$ cat src/pfm_regs.vh
// constants for the port b / port f pin-function multiplexer
// assumes one 125 MHz clock and an active-low asynchronous reset
// Summary of operation
// - port b line four direction set by software
// - reset: line four input, pullup enabled, gpio
// - clearing port b pullup bit 4 disables pullup
// - bus drive select idles address twenty, controls
// - peripheral enable releases line four from gpio
// - clock-out select picks address or prescaler clock
// - bus drive select idles data lines seven-ten
// - each port f pin direction set independently
// - port f resets data-bus, undriven, pullup enabled
// - clearing port f pullup bit n clears line n pullup
`ifndef PFM_REGS_VH
`define PFM_REGS_VH

// register widths
`define PFM_PB_W 8
`define PFM_PF_W 4

// field positions
`define PFM_PB_LINE 4
`define PFM_PF_LINE0 0

// reset values, port b registers
`define PFM_PB_DIR_RST 8'h00
`define PFM_PB_DATA_RST 8'h00
`define PFM_PB_PULL_RST 8'h10
`define PFM_PB_PER_RST 8'h00

// reset values, port f registers
`define PFM_PF_DIR_RST 4'h0
`define PFM_PF_DATA_RST 4'h0
`define PFM_PF_PULL_RST 4'hF
`define PFM_PF_PER_RST 4'hF

// clock-out select encodings and reset value
`define PFM_CKO_ADDR 1'b0
`define PFM_CKO_PRESCALER 1'b1
`define PFM_CKO_RST 1'b0

// bus drive select: 0 idles the bus, 1 drives always
`define PFM_BUSDRIVE_IDLE_OFF 1'b0
`define PFM_BUSDRIVE_ALWAYS 1'b1
`define PFM_BUSDRIVE_RST 1'b0

// pad flop reset values: not driving, pullup enabled
`define PFM_PAD_CLEAR_RST 1'b0
`define PFM_PAD_PULL_RST 1'b1

`endif

$ cat src/pfm_pin_mux.v
// pin-function multiplexer: port b line four and port f lines zero-three
// assumes software writes through load strobes, pins sampled every clock
`include "pfm_regs.vh"

module pfm_pin_mux
(
    // clock and reset
    input wire clock,
    input wire resetn,

    // port b direction register write
    input wire pb_dir_load,
    input wire [`PFM_PB_W-1:0] pb_dir_wdata,
    // port b data register write
    input wire pb_data_load,
    input wire [`PFM_PB_W-1:0] pb_data_wdata,
    // port b pullup enable write
    input wire pb_pull_load,
    input wire [`PFM_PB_W-1:0] pb_pull_wdata,
    // port b peripheral enable write
    input wire pb_per_load,
    input wire [`PFM_PB_W-1:0] pb_per_wdata,

    // port f direction register write
    input wire pf_dir_load,
    input wire [`PFM_PF_W-1:0] pf_dir_wdata,
    // port f data register write
    input wire pf_data_load,
    input wire [`PFM_PF_W-1:0] pf_data_wdata,
    // port f pullup enable write
    input wire pf_pull_load,
    input wire [`PFM_PF_W-1:0] pf_pull_wdata,
    // port f peripheral enable write
    input wire pf_per_load,
    input wire [`PFM_PF_W-1:0] pf_per_wdata,

    // clock-out select write
    input wire cko_load,
    input wire cko_wdata,
    // bus control register write, drive select bit
    input wire bus_ctrl_load,
    input wire bus_ctrl_wdata,

    // register readback
    output wire [`PFM_PB_W-1:0] pb_dir_q,
    output wire [`PFM_PB_W-1:0] pb_data_q,
    output wire [`PFM_PB_W-1:0] port_b_pullup_enable,
    output wire [`PFM_PB_W-1:0] port_b_peripheral_enable,
    output wire [`PFM_PF_W-1:0] pf_dir_q,
    output wire [`PFM_PF_W-1:0] pf_data_q,
    output wire [`PFM_PF_W-1:0] port_f_pullup_enable,
    output wire [`PFM_PF_W-1:0] pf_per_q,
    output wire clock_out_select,
    output wire bus_drive_select,

    // external memory interface side
    input wire xbus_active,
    input wire address_line_twenty,
    input wire [`PFM_PF_W-1:0] xbus_data_out,
    input wire xbus_data_oe,
    output reg [`PFM_PF_W-1:0] xbus_data_in_reg,
    output reg xbus_ctrl_oe_reg,

    // clock generator side
    input wire prescaler_clock,

    // port b line four pad
    input wire port_b_line_four_in,
    output reg port_b_line_four_out_reg,
    output reg port_b_line_four_oe_reg,
    output reg port_b_line_four_pull_reg,
    output reg port_b_line_four_state_reg,

    // port f pads, bit 0 is port_f_line_zero
    input wire [`PFM_PF_W-1:0] port_f_in,
    output reg [`PFM_PF_W-1:0] port_f_out_reg,
    output reg [`PFM_PF_W-1:0] port_f_oe_reg,
    output reg [`PFM_PF_W-1:0] port_f_pull_reg,
    output reg [`PFM_PF_W-1:0] port_f_state_reg
);

    // bus pins drive while a cycle runs, or always if selected
    function bus_drives;
        input active;
        input drive_sel;
        begin
            bus_drives = active | (drive_sel == `PFM_BUSDRIVE_ALWAYS);
        end
    endfunction

    // port b pad, next values from the cell
    wire pb_out_next;
    wire pb_oe_next;
    wire pb_pull_next;
    // port b peripheral drive
    reg pb_alt_out;
    reg pb_alt_oe;
    // port f pads, next values from the cells
    wire [`PFM_PF_W-1:0] pf_out_next;
    wire [`PFM_PF_W-1:0] pf_oe_next;
    wire [`PFM_PF_W-1:0] pf_pull_next;
    // bus drive window for address, data and controls
    wire bus_window;

    // port b direction, one bit per line
    pfm_cfg_reg #(.W(`PFM_PB_W), .RST(`PFM_PB_DIR_RST)) u_pb_dir
    (
        .clock(clock),
        .resetn(resetn),
        .load(pb_dir_load),
        .wdata(pb_dir_wdata),
        .q(pb_dir_q)
    );

    // port b output data
    pfm_cfg_reg #(.W(`PFM_PB_W), .RST(`PFM_PB_DATA_RST)) u_pb_data
    (
        .clock(clock),
        .resetn(resetn),
        .load(pb_data_load),
        .wdata(pb_data_wdata),
        .q(pb_data_q)
    );

    // port b pullup enable, line four enabled at reset
    pfm_cfg_reg #(.W(`PFM_PB_W), .RST(`PFM_PB_PULL_RST)) u_pb_pull
    (
        .clock(clock),
        .resetn(resetn),
        .load(pb_pull_load),
        .wdata(pb_pull_wdata),
        .q(port_b_pullup_enable)
    );

    // port b peripheral enable, gpio at reset
    pfm_cfg_reg #(.W(`PFM_PB_W), .RST(`PFM_PB_PER_RST)) u_pb_per
    (
        .clock(clock),
        .resetn(resetn),
        .load(pb_per_load),
        .wdata(pb_per_wdata),
        .q(port_b_peripheral_enable)
    );

    // port f direction
    pfm_cfg_reg #(.W(`PFM_PF_W), .RST(`PFM_PF_DIR_RST)) u_pf_dir
    (
        .clock(clock),
        .resetn(resetn),
        .load(pf_dir_load),
        .wdata(pf_dir_wdata),
        .q(pf_dir_q)
    );

    // port f output data
    pfm_cfg_reg #(.W(`PFM_PF_W), .RST(`PFM_PF_DATA_RST)) u_pf_data
    (
        .clock(clock),
        .resetn(resetn),
        .load(pf_data_load),
        .wdata(pf_data_wdata),
        .q(pf_data_q)
    );

    // port f pullups, all enabled at reset
    pfm_cfg_reg #(.W(`PFM_PF_W), .RST(`PFM_PF_PULL_RST)) u_pf_pull
    (
        .clock(clock),
        .resetn(resetn),
        .load(pf_pull_load),
        .wdata(pf_pull_wdata),
        .q(port_f_pullup_enable)
    );

    // port f owner, data bus at reset
    // the bus function is absent in this package, so software
    // is expected to clear these bits; we do not force it
    pfm_cfg_reg #(.W(`PFM_PF_W), .RST(`PFM_PF_PER_RST)) u_pf_per
    (
        .clock(clock),
        .resetn(resetn),
        .load(pf_per_load),
        .wdata(pf_per_wdata),
        .q(pf_per_q)
    );

    // clock-out select, address at reset
    pfm_cfg_reg #(.W(1), .RST(`PFM_CKO_RST)) u_cko
    (
        .clock(clock),
        .resetn(resetn),
        .load(cko_load),
        .wdata(cko_wdata),
        .q(clock_out_select)
    );

    // bus drive select, idle tri-state at reset
    pfm_cfg_reg #(.W(1), .RST(`PFM_BUSDRIVE_RST)) u_drv
    (
        .clock(clock),
        .resetn(resetn),
        .load(bus_ctrl_load),
        .wdata(bus_ctrl_wdata),
        .q(bus_drive_select)
    );

    // one decode shared by every bus-owned pad
    assign bus_window = bus_drives(xbus_active, bus_drive_select);

    // line four alternate: prescaler monitor or address twenty
    always @*
    begin
        if (clock_out_select == `PFM_CKO_PRESCALER)
        begin
            // clock monitor drives continuously
            pb_alt_out = prescaler_clock;
            pb_alt_oe = 1'b1;
        end
        else
        begin
            // address line idles per drive select
            pb_alt_out = address_line_twenty;
            pb_alt_oe = bus_window;
        end
    end

    // port b line four cell
    pfm_pin_cell u_pb_cell
    (
        .periph_sel(port_b_peripheral_enable[`PFM_PB_LINE]),
        .gpio_dir(pb_dir_q[`PFM_PB_LINE]),
        .gpio_data(pb_data_q[`PFM_PB_LINE]),
        .pull_en(port_b_pullup_enable[`PFM_PB_LINE]),
        .alt_out(pb_alt_out),
        .alt_oe(pb_alt_oe),
        .pad_out(pb_out_next),
        .pad_oe(pb_oe_next),
        .pad_pull(pb_pull_next)
    );

    // port f cells, line n uses bit n of each register
    genvar gi;
    generate
        for (gi = `PFM_PF_LINE0; gi < `PFM_PF_W; gi = gi + 1)
        begin : g_pf
            pfm_pin_cell u_pf_cell
            (
                .periph_sel(pf_per_q[gi]),
                .gpio_dir(pf_dir_q[gi]),
                .gpio_data(pf_data_q[gi]),
                .pull_en(port_f_pullup_enable[gi]),
                .alt_out(xbus_data_out[gi]),
                .alt_oe(xbus_data_oe & bus_window),
                .pad_out(pf_out_next[gi]),
                .pad_oe(pf_oe_next[gi]),
                .pad_pull(pf_pull_next[gi])
            );
        end
    endgenerate

    // port b pad flops; reset leaves an input with pullup enabled
    always @(posedge clock or negedge resetn)
    begin
        if (!resetn)
        begin
            port_b_line_four_out_reg <= `PFM_PAD_CLEAR_RST;
            port_b_line_four_oe_reg <= `PFM_PAD_CLEAR_RST;
            port_b_line_four_pull_reg <= `PFM_PAD_PULL_RST;
            port_b_line_four_state_reg <= `PFM_PAD_CLEAR_RST;
        end
        else
        begin
            port_b_line_four_out_reg <= pb_out_next;
            port_b_line_four_oe_reg <= pb_oe_next;
            port_b_line_four_pull_reg <= pb_pull_next;
            // pad level sampled for software readback
            port_b_line_four_state_reg <= port_b_line_four_in;
        end
    end

    // port f pad flops; reset leaves outputs off, pullups enabled
    always @(posedge clock or negedge resetn)
    begin
        if (!resetn)
        begin
            port_f_out_reg <= `PFM_PF_DATA_RST;
            port_f_oe_reg <= `PFM_PF_DIR_RST;
            port_f_pull_reg <= `PFM_PF_PULL_RST;
            port_f_state_reg <= `PFM_PF_DATA_RST;
        end
        else
        begin
            port_f_out_reg <= pf_out_next;
            port_f_oe_reg <= pf_oe_next;
            port_f_pull_reg <= pf_pull_next;
            port_f_state_reg <= port_f_in;
        end
    end

    // bus-facing flops: read data and control enable
    // one cycle of latency is traded for clean registered pads
    always @(posedge clock or negedge resetn)
    begin
        if (!resetn)
        begin
            xbus_data_in_reg <= `PFM_PF_DATA_RST;
            xbus_ctrl_oe_reg <= `PFM_PAD_CLEAR_RST;
        end
        else
        begin
            // read data only meaningful while lines are bus-owned
            xbus_data_in_reg <= port_f_in & pf_per_q;
            xbus_ctrl_oe_reg <= bus_window;
        end
    end

endmodule // pfm_pin_mux

$ cat src/pfm_cfg_reg.v
// one software-loaded configuration register
// assumes load strobes are synchronous to clock
module pfm_cfg_reg
#(
    parameter W = 1,
    parameter [W-1:0] RST = {W{1'b0}}
)
(
    // clock and reset
    input wire clock,
    input wire resetn,
    // software write
    input wire load,
    input wire [W-1:0] wdata,
    // stored value
    output reg [W-1:0] q
);

    // constant at reset, new value at load
    always @(posedge clock or negedge resetn)
    begin
        if (!resetn)
        begin
            q <= RST;
        end
        else if (load)
        begin
            q <= wdata;
        end
    end

endmodule // pfm_cfg_reg

$ cat src/pfm_pin_cell.v
// combinational mux for one multiplexed pin
// assumes the caller registers out, oe and pull
module pfm_pin_cell
(
    // ownership
    input wire periph_sel,
    // gpio settings
    input wire gpio_dir,
    input wire gpio_data,
    input wire pull_en,
    // peripheral drive
    input wire alt_out,
    input wire alt_oe,
    // pad controls
    output reg pad_out,
    output reg pad_oe,
    output reg pad_pull
);

    // choose owner, pullup only while not driving
    always @*
    begin
        if (periph_sel)
        begin
            // peripheral owns the pad
            pad_out = alt_out;
            pad_oe = alt_oe;
        end
        else
        begin
            // bus activity has no say here
            pad_out = gpio_data;
            pad_oe = gpio_dir;
        end
        // a pullup fighting our own driver wastes current
        pad_pull = pull_en & ~pad_oe;
    end

endmodule // pfm_pin_cell

$ cat config.mk
export PLATFORM = sky130hd
export DESIGN_NAME = pfm_pin_mux
export DESIGN_NICKNAME = d
export VERILOG_FILES = /design/src/pfm_pin_mux.v /design/src/pfm_cfg_reg.v /design/src/pfm_pin_cell.v
export VERILOG_INCLUDE_DIRS = /design/src /design/src/src
export SDC_FILE = /design/constraint.sdc
export NUM_CORES = 1
export LEC_CHECK = 0
export ABC_AREA = 1
export BUFFER_PORTS_ARGS = -buffer_cell sky130_fd_sc_hd__buf_2
export CORE_MARGIN = 5
export CORE_UTILIZATION = 41
export CTS_BUF_LIST = sky130_fd_sc_hd__clkbuf_16
export DETAILED_ROUTE_END_ITERATION = 16
export PLACE_DENSITY = 0.79
export SLEW_MARGIN = 40
export SYNTH_ARGS = -nofsm -noshare
export SYNTH_HDL_FRONTEND = slang
export SYNTH_SLANG_ARGS = --single-unit
$ cat constraint.sdc
create_clock -name clock -period 0.84 [get_ports clock]
set_input_delay 0.168 -clock clock [delete_from_list [all_inputs] [get_ports clock]]
set_output_delay 0.168 -clock clock [all_outputs]
set_load 0.05 [all_outputs]
==> metrics.md, run 1 <==
| Metric | Value |
|---|---|
| Avg Inst Size Synth | `13.0 sq um` |
| Kind of critical path | `reg -> out` |
| Synth Area in XOR/XNOR | `0%` |
| Simple-Gate Fraction of Synth Area | `6.47%` |
| Commonest non-fill, non-tap cells in the layout | `buf_6, buf_2, dfrtp_1` |
| Synth Warn # | `0` |
| Worst ir drop on vdd | `0.00129 V` |
| Vias in the first global route | `2530` |
| Final setup TNS | `-20.18 ns` |
| Iteration-0 DRC Markers | `57` |
| Gr ovfl total | `0` |
| Hold Path End | `u_pf_pull.q[0]` |
| Drt first pass iters | `5` |
| Cell variety after synth | `15` |
| Die area | `9020 sq um` |
| Die Height | `95.0 um` |
| Post-route non-filler standard cell count | `507` |
| Post-Syn Area | `2960 sq um` |
| HPWL after DPL | `5.52 mm` |
| Synth Area in Compound Gates | `4.27%` |
| R2r startpoint | `u_pf_per.q[2]` |
| Tmin final | `1.20 ns` |
| Top Ports | `150` |
| Crit-path cells | `buf_8` |
| Critical path arrival | `1.03 ns` |
| Row cnt | `31` |
| Initial antenna violation count | `1` |
| Hold crit path type | `in -> reg` |
| Net count, final | `477` |
| Fmax | `836 MHz` |
| Register-to-Register Setup Slack | `-0.26 ns` |
| WL per Instance | `16.9 um` |
| Via/cell ratio | `4.55` |
| Root Driver | `clkbuf_16` |
| Post-Place Cells | `462` |
| Hold Vio Cnt, Final | `0` |
| Sink Count | `75` |
| Most common cell after layout, fill and taps aside | `buf_6` |
| Largest family of logic cells by synthesized area | `multiplexers` |
| CTS tree | `done` |
| Initial Util | `41.5%` |
| PwrDens | `2250 nW/um^2` |
| Core Area | `7140 sq um` |
| Clk buf depth | `2` |
| WP buf/inv | `1` |
| Top Family by Delay on Critical Path | `flip-flops` |
| Worst-margin pin slew | `0.245 ns` |
| HP Start | `pf_pull_wdata[0]` |
| H-tree Lvls | `3` |
| GP Congestion | `0.745` |
| Post-Synthesis Cells | `227` |
| Mux share of post-synthesis cell area | `15.7%` |
| Clock buffer count from CTS | `9` |
| DRT Wirelength | `8.58 mm` |
| # DRC | `0` |
| Max cap viols | `0` |
| Chip width | `95.0 um` |
| Share of layout cells above drive strength 1 | `74.4%` |
| Fin crit share | `142%` |
| Total Routing Usage GR | `19.1%` |
| Worst r2r path cells | `6` |
| Number of I/O port buffers | `149` |
| Skew final | `0.00833 ns` |
| Run status | `complete, but fails checks` |
| RSZ-0062 raised after global routing | `yes` |
| Skew-Pair Late Insertion Delay | `0.32 ns` |
| Crit-path max cell delay | `0.56 ns` |
| Worst-path clk slew | `0.05 ns` |
| Post-synthesis sequential area ratio | `64.0%` |
| Post-synth net total | `302` |
| RR Endpoint | `port_f_pull_reg[2]` |
| Final Max Tran Viols | `0` |
| Slew headroom | `83.5%` |
| WP data required | `0.67 ns` |
| CP Capture Type | `output pin` |
| Final setup margin | `-0.356 ns` |
| Leakage power | `0.00252 uW` |
| Via Count | `2305` |
| Adder-Cell Fraction of Synth Area | `0%` |
| Slowest-stage cell, CP | `dfstp_2` |
| WHS Path Cells | `3` |
| Failing checks | `setup timing` |
| Largest net degree at the start of global routing | `37` |
| Max Fanout on Critical Path | `2` |
| FF+latch count, synth | `75` |
| Final ANT Viol Nets | `0` |
| # setup viols final | `110` |
| CP startpoint kind | `flip-flop` |
| Syn-to-layout area delta | `69.8%` |
| Global-route wire length before repair | `12.9 mm` |
## stage by stage
step	total power [uW]	hold WS (ns)	utilization (%)	cell area, sq um	setup slack [ns]
after global routing	11800	0.0648	70.4	5020	-0.381
final	11300	0.0564	70.4	5020	-0.356
after CTS	11200	0.0434	67.8	4840	-0.360
after detailed placement	6790	-0.00402	53.0	3780	-0.147
after global placement	6740	-0.00334	53.0	3780	-0.131
after floorplan	6170	-0.128	-	3050	-0.0985
## metal layers
metal | share of wire (%) | GRT usage (%) | up-vias
li1 | - | - | 1063
met1 | 36 | 21.4 | 1133
met2 | 55 | 34.1 | 97
met3 | 7.6 | 5.58 | 12
met4 | 2.1 | 7.57 | 0
met5 | 0 | 0 | -
## cell type report
cell class                      count  area [sq um]
Tap cell                           99           124
Antenna cell                        1          2.50
Clock buffer                        9           225
Inverter                           23          96.3
Timing Repair Buffer              188          1700
Clock inverter                      7          57.6
Sequential cell                    75          1930
Fill cell                         515          2110
Multi-Input combinational cell    105           890
## logic make-up (layout without fill, tap and decap cells)
family                 Yosys count  after routing
DFF                             75             75
and+or+nand+nor                 48             48
buffers and inverters           47            227
muxes                           32             32
AOI/OAI and AO/OA               25             25
other                            0              1
## report_power, final
group | internal (uW) | switching [uW] | total (uW) | leakage, uW
Combinational | 1440 | 1980 | 3420 | 0.00152
Sequential | 4040 | 270 | 4310 | 0.000841
Clock | 2250 | 1320 | 3570 | 0.000150
Total | 7730 | 3570 | 11300 | 0.00252
## cell usage after synthesis
cell type	number	share of area, %
a21oi_1	1	0.17
and2_1	1	0.21
buf_4	20	5.1
buf_6	4	1.5
dfrtp_1	61	52
dfstp_2	14	12
inv_1	23	2.9
mux2_2	4	1.5
mux2_4	28	14
nand2_1	35	4.4
nand2_2	1	0.21
nand3_1	5	0.85
nor2_1	6	0.76
o21ai_0	23	3.9
o22ai_1	1	0.21
## worst max path at each step
stage | from | to | slack [ns] | cells after the start
global route | u_pf_per.q[0] | pf_per_q[0] | -0.38 | 1
CTS | u_pf_per.q[1] | pf_per_q[1] | -0.36 | 1
global placement | u_pf_per.q[1] | pf_per_q[1] | -0.13 | 1
floorplan | u_drv.q | port_b_line_four_oe_reg | -0.1 | 3
detailed placement | u_pf_per.q[3] | pf_per_q[3] | -0.15 | 1
finish | u_pf_per.q[0] | pf_per_q[0] | -0.36 | 1
## what timing repair did
action | in CTS | in global routing
gates resized for setup | 197 | 51
pin swaps | 3 | 9
hold buffers | 6 | 0
gates cloned | 0 | 0
endpoints found under the hold margin | 66 | 0
buffers inserted | 15 | 11
endpoints found under the setup margin | 92 | 111
No activity file was read; power rests on OpenSTA's default activity.
==> inputs of run 2 (changes only) <==
--- a/config.mk
+++ b/config.mk
@@ -9,10 +9,10 @@
 export ABC_AREA = 1
 export BUFFER_PORTS_ARGS = -buffer_cell sky130_fd_sc_hd__buf_2
 export CORE_MARGIN = 5
-export CORE_UTILIZATION = 41
+export CORE_UTILIZATION = 45
 export CTS_BUF_LIST = sky130_fd_sc_hd__clkbuf_16
 export DETAILED_ROUTE_END_ITERATION = 16
-export PLACE_DENSITY = 0.79
+export PLACE_DENSITY = 0.82
 export SLEW_MARGIN = 40
 export SYNTH_ARGS = -nofsm -noshare
 export SYNTH_HDL_FRONTEND = slang
==> constraint.sdc (replaced) <==
create_clock -name clock -period 1.24 [get_ports clock]
set_input_delay 0.248 -clock clock [delete_from_list [all_inputs] [get_ports clock]]
set_output_delay 0.248 -clock clock [all_outputs]
set_load 0.05 [all_outputs]
==> run 2 against run 1 <==
  * The flow still finishes with violations (setup timing)
  * Sequential share of layout area is 6.9 points higher
  * Count of clock-buffer cells in the layout unchanged
  * Largest power group unchanged
  * Critical path depth unchanged
  * Cell count fell by 11%
  * Flip-flop and latch count did not move
  * Total power fell by 34%
  * Non-clock buffer count is 32 lower
  * Final area down 17%
  * Combinational power fell by 48%
  * Hold slack got worse by 0.021 ns
  * Die area shrank 8.0%
  * Register-to-register slack gained 0.42 ns
  * Largest cell class unchanged
==> metrics.md, run 2 (same netlist as run 1, synthesis figures left out) <==
| Metric | Value |
|---|---|
| Fmax | `792 MHz` |
| CTS tree | `done (unchanged)` |
| Largest net degree at the start of global routing | `38 (was 37)` |
| Worst ir drop on vdd | `0.00139 V (was 0.00129 V)` |
| Final setup TNS | `-0.161 ns (was -20.18 ns)` |
| # DRC | `0 (unchanged)` |
| Syn-to-layout area delta | `41.1% (was 69.8%)` |
| Commonest non-fill, non-tap cells in the layout | `buf_2, dfrtp_1, nand2_1 (was buf_6, buf_2, dfrtp_1)` |
| Clock buffer count from CTS | `9 (unchanged)` |
| Worst-path clk slew | `0.05 ns (about the same)` |
| HP Start | `port_b_line_four_in (was pf_pull_wdata[0])` |
| CP startpoint kind | `flip-flop (unchanged)` |
| FF/Latch Area | `1890 sq um (was 1930 sq um)` |
| Failing checks | `setup timing (unchanged)` |
| Total Routing Usage GR | `17.6% (was 19.1%)` |
| Initial Util | `46.3% (was 41.5%)` |
| WP buf/inv | `1 (unchanged)` |
| Core Area | `6390 sq um (was 7140 sq um)` |
| Die Height | `91.1 um (was 95.0 um)` |
| Initial antenna violation count | `0 (was 1)` |
| Vias in the first global route | `2388 (was 2530)` |
| Design Area, Final | `4180 sq um (was 5020 sq um)` |
| Max cap viols | `0 (unchanged)` |
| Footprint of the multi-input gates | `783 sq um (was 890 sq um)` |
| Placed cell area | `3650 sq um (was 3780 sq um)` |
| Global-route wire length before repair | `11.7 mm (was 12.9 mm)` |
| Worst-margin pin slew | `0.268 ns (was 0.245 ns)` |
| WP data required | `0.99 ns (was 0.67 ns)` |
| GP Congestion | `0.770 (was 0.745)` |
| PwrDens | `1790 nW/um^2 (was 2250 nW/um^2)` |
| Number of I/O port buffers | `149 (unchanged)` |
| Fin crit share | `102%` |
| Register-to-Register Setup Slack | `0.16 ns (was -0.26 ns)` |
| H-tree Lvls | `3 (unchanged)` |
| Fin Hold WS | `0.0350 ns (was 0.0564 ns)` |
| Worst r2r path cells | `3 (was 6)` |
| WHS Path Cells | `1 (was 3)` |
| Drt first pass iters | `4 (was 5)` |
| Skew-Pair Late Insertion Delay | `0.32 ns (about the same)` |
| Crit-path cells | `buf_8 (unchanged)` |
| Final Power | `7490 uW (was 11300 uW)` |
| Iteration-0 DRC Markers | `40 (was 57)` |
| Tmin final | `1.26 ns` |
| Chip width | `91.1 um (was 95.0 um)` |
| Run status | `complete, but fails checks (unchanged)` |
| Leakage power | `0.00223 uW (was 0.00252 uW)` |
| Most common cell after layout, fill and taps aside | `buf_2 (was buf_6)` |
| Share of layout cells above drive strength 1 | `57.3% (was 74.4%)` |
| # setup viols final | `12 (was 110)` |
| Top Family by Delay on Critical Path | `flip-flops (unchanged)` |
| Max Fanout on Critical Path | `2 (unchanged)` |
| Final ANT Viol Nets | `0 (unchanged)` |
| RSZ-0062 raised after global routing | `yes (unchanged)` |
| Final Max Tran Viols | `0 (unchanged)` |
| Crit-path max cell delay | `0.55 ns (was 0.56 ns)` |
| RR Endpoint | `u_pf_per.q[0] (was port_f_pull_reg[2])` |
| Root Driver | `clkbuf_16 (unchanged)` |
| Net count, final | `445 (was 477)` |
| Slowest-stage cell, CP | `dfstp_2 (unchanged)` |
| Final setup margin | `-0.0219 ns (was -0.356 ns)` |
| Critical path arrival | `1.01 ns (was 1.03 ns)` |
| Row cnt | `29 (was 31)` |
| Hold crit path type | `in -> reg (unchanged)` |
| Die area | `8300 sq um (was 9020 sq um)` |
| Slew headroom | `82.0% (was 83.5%)` |
| DRT Wirelength | `7.20 mm (was 8.58 mm)` |
| HPWL after DPL | `5.53 mm (was 5.52 mm)` |
| # diodes | `0 (was 1)` |
| Hold Path End | `port_b_line_four_state_reg (was u_pf_pull.q[0])` |
| Gr ovfl total | `0 (unchanged)` |
| Skew final | `0.00285 ns (was 0.00833 ns)` |
| Top Ports | `150 (unchanged)` |
| Via Count | `2073 (was 2305)` |
| Fill count | `500 (was 515)` |
| Hold Vio Cnt, Final | `0 (unchanged)` |
| Clk buf depth | `2 (unchanged)` |
| Kind of critical path | `reg -> out (unchanged)` |
| Sink Count | `75 (unchanged)` |
| Worst path depth | `1 (unchanged)` |
| CP Capture Type | `output pin (unchanged)` |
| Via/cell ratio | `4.59 (was 4.55)` |
| WL per Instance | `15.9 um (was 16.9 um)` |
| R2r startpoint | `u_pf_per.q[0] (was u_pf_per.q[2])` |
[run 2: metal layers]
metal	global-route usage (%)	wire length, um
met3	5.87	592
met2	30.5	3750
met1	20.2	2760
met4	6.60	94
met5	0	0
[run 2: area by class of cell]
cell class / instances / share of cell area, %
sequential: 75 / 45.4
timing repair buffer: 156 / 23.6
multi-input combinational: 105 / 18.8
clock buffer: 9 / 5.39
clock inverter: 7 / 2.55
tap: 77 / 2.31
inverter: 23 / 2.07
[run 2: repair_timing]
action,in CTS,in global routing
gates resized for setup,44,4
endpoints found under the setup margin,16,18
hold endpoints to repair,55,0
buffers inserted,4,0
cloned,0,0
hold buffers,1,0
[run 2: how the worst max path moves through the flow]
| stage | start | end | slack [ns] |
|---|---|---|---|
| after CTS | u_pf_per.q[3] | pf_per_q[3] | -0.05 |
| after global routing | u_pf_per.q[1] | pf_per_q[1] | -0.06 |
| after detailed placement | u_pf_per.q[3] | pf_per_q[3] | 0.16 |
| after floorplan | u_drv.q | port_f_pull_reg[0] | 0.16 |
| after global placement | u_pf_per.q[3] | pf_per_q[3] | 0.18 |
| final | u_pf_per.q[3] | pf_per_q[3] | -0.02 |
[run 2: report_power, final]
part	internal, uW	leakage [uW]	switching (uW)	total [uW]
combinational	567	0.00120	1220	1790
clock	1940	0.000162	914	2850
sequential	2720	0.000872	127	2850
[run 2: per-stage QoR]
stage | utilization [%] | instances | setup WS [ns]
detailed placement | 57.1 | 431 | 0.158
global placement | 57.1 | 431 | 0.176
global route | 65.4 | 452 | -0.0606
finish | 65.4 | 452 | -0.0219
floorplan | - | 227 | 0.162
CTS | 65.2 | 452 | -0.0463
[run 2: worst register-to-register path, cell delays in order (launching register included)]
cell and delay, ns:
dfstp_2 0.55, buf_4 0.13, inv_1 0.06, o21ai_0 0.24
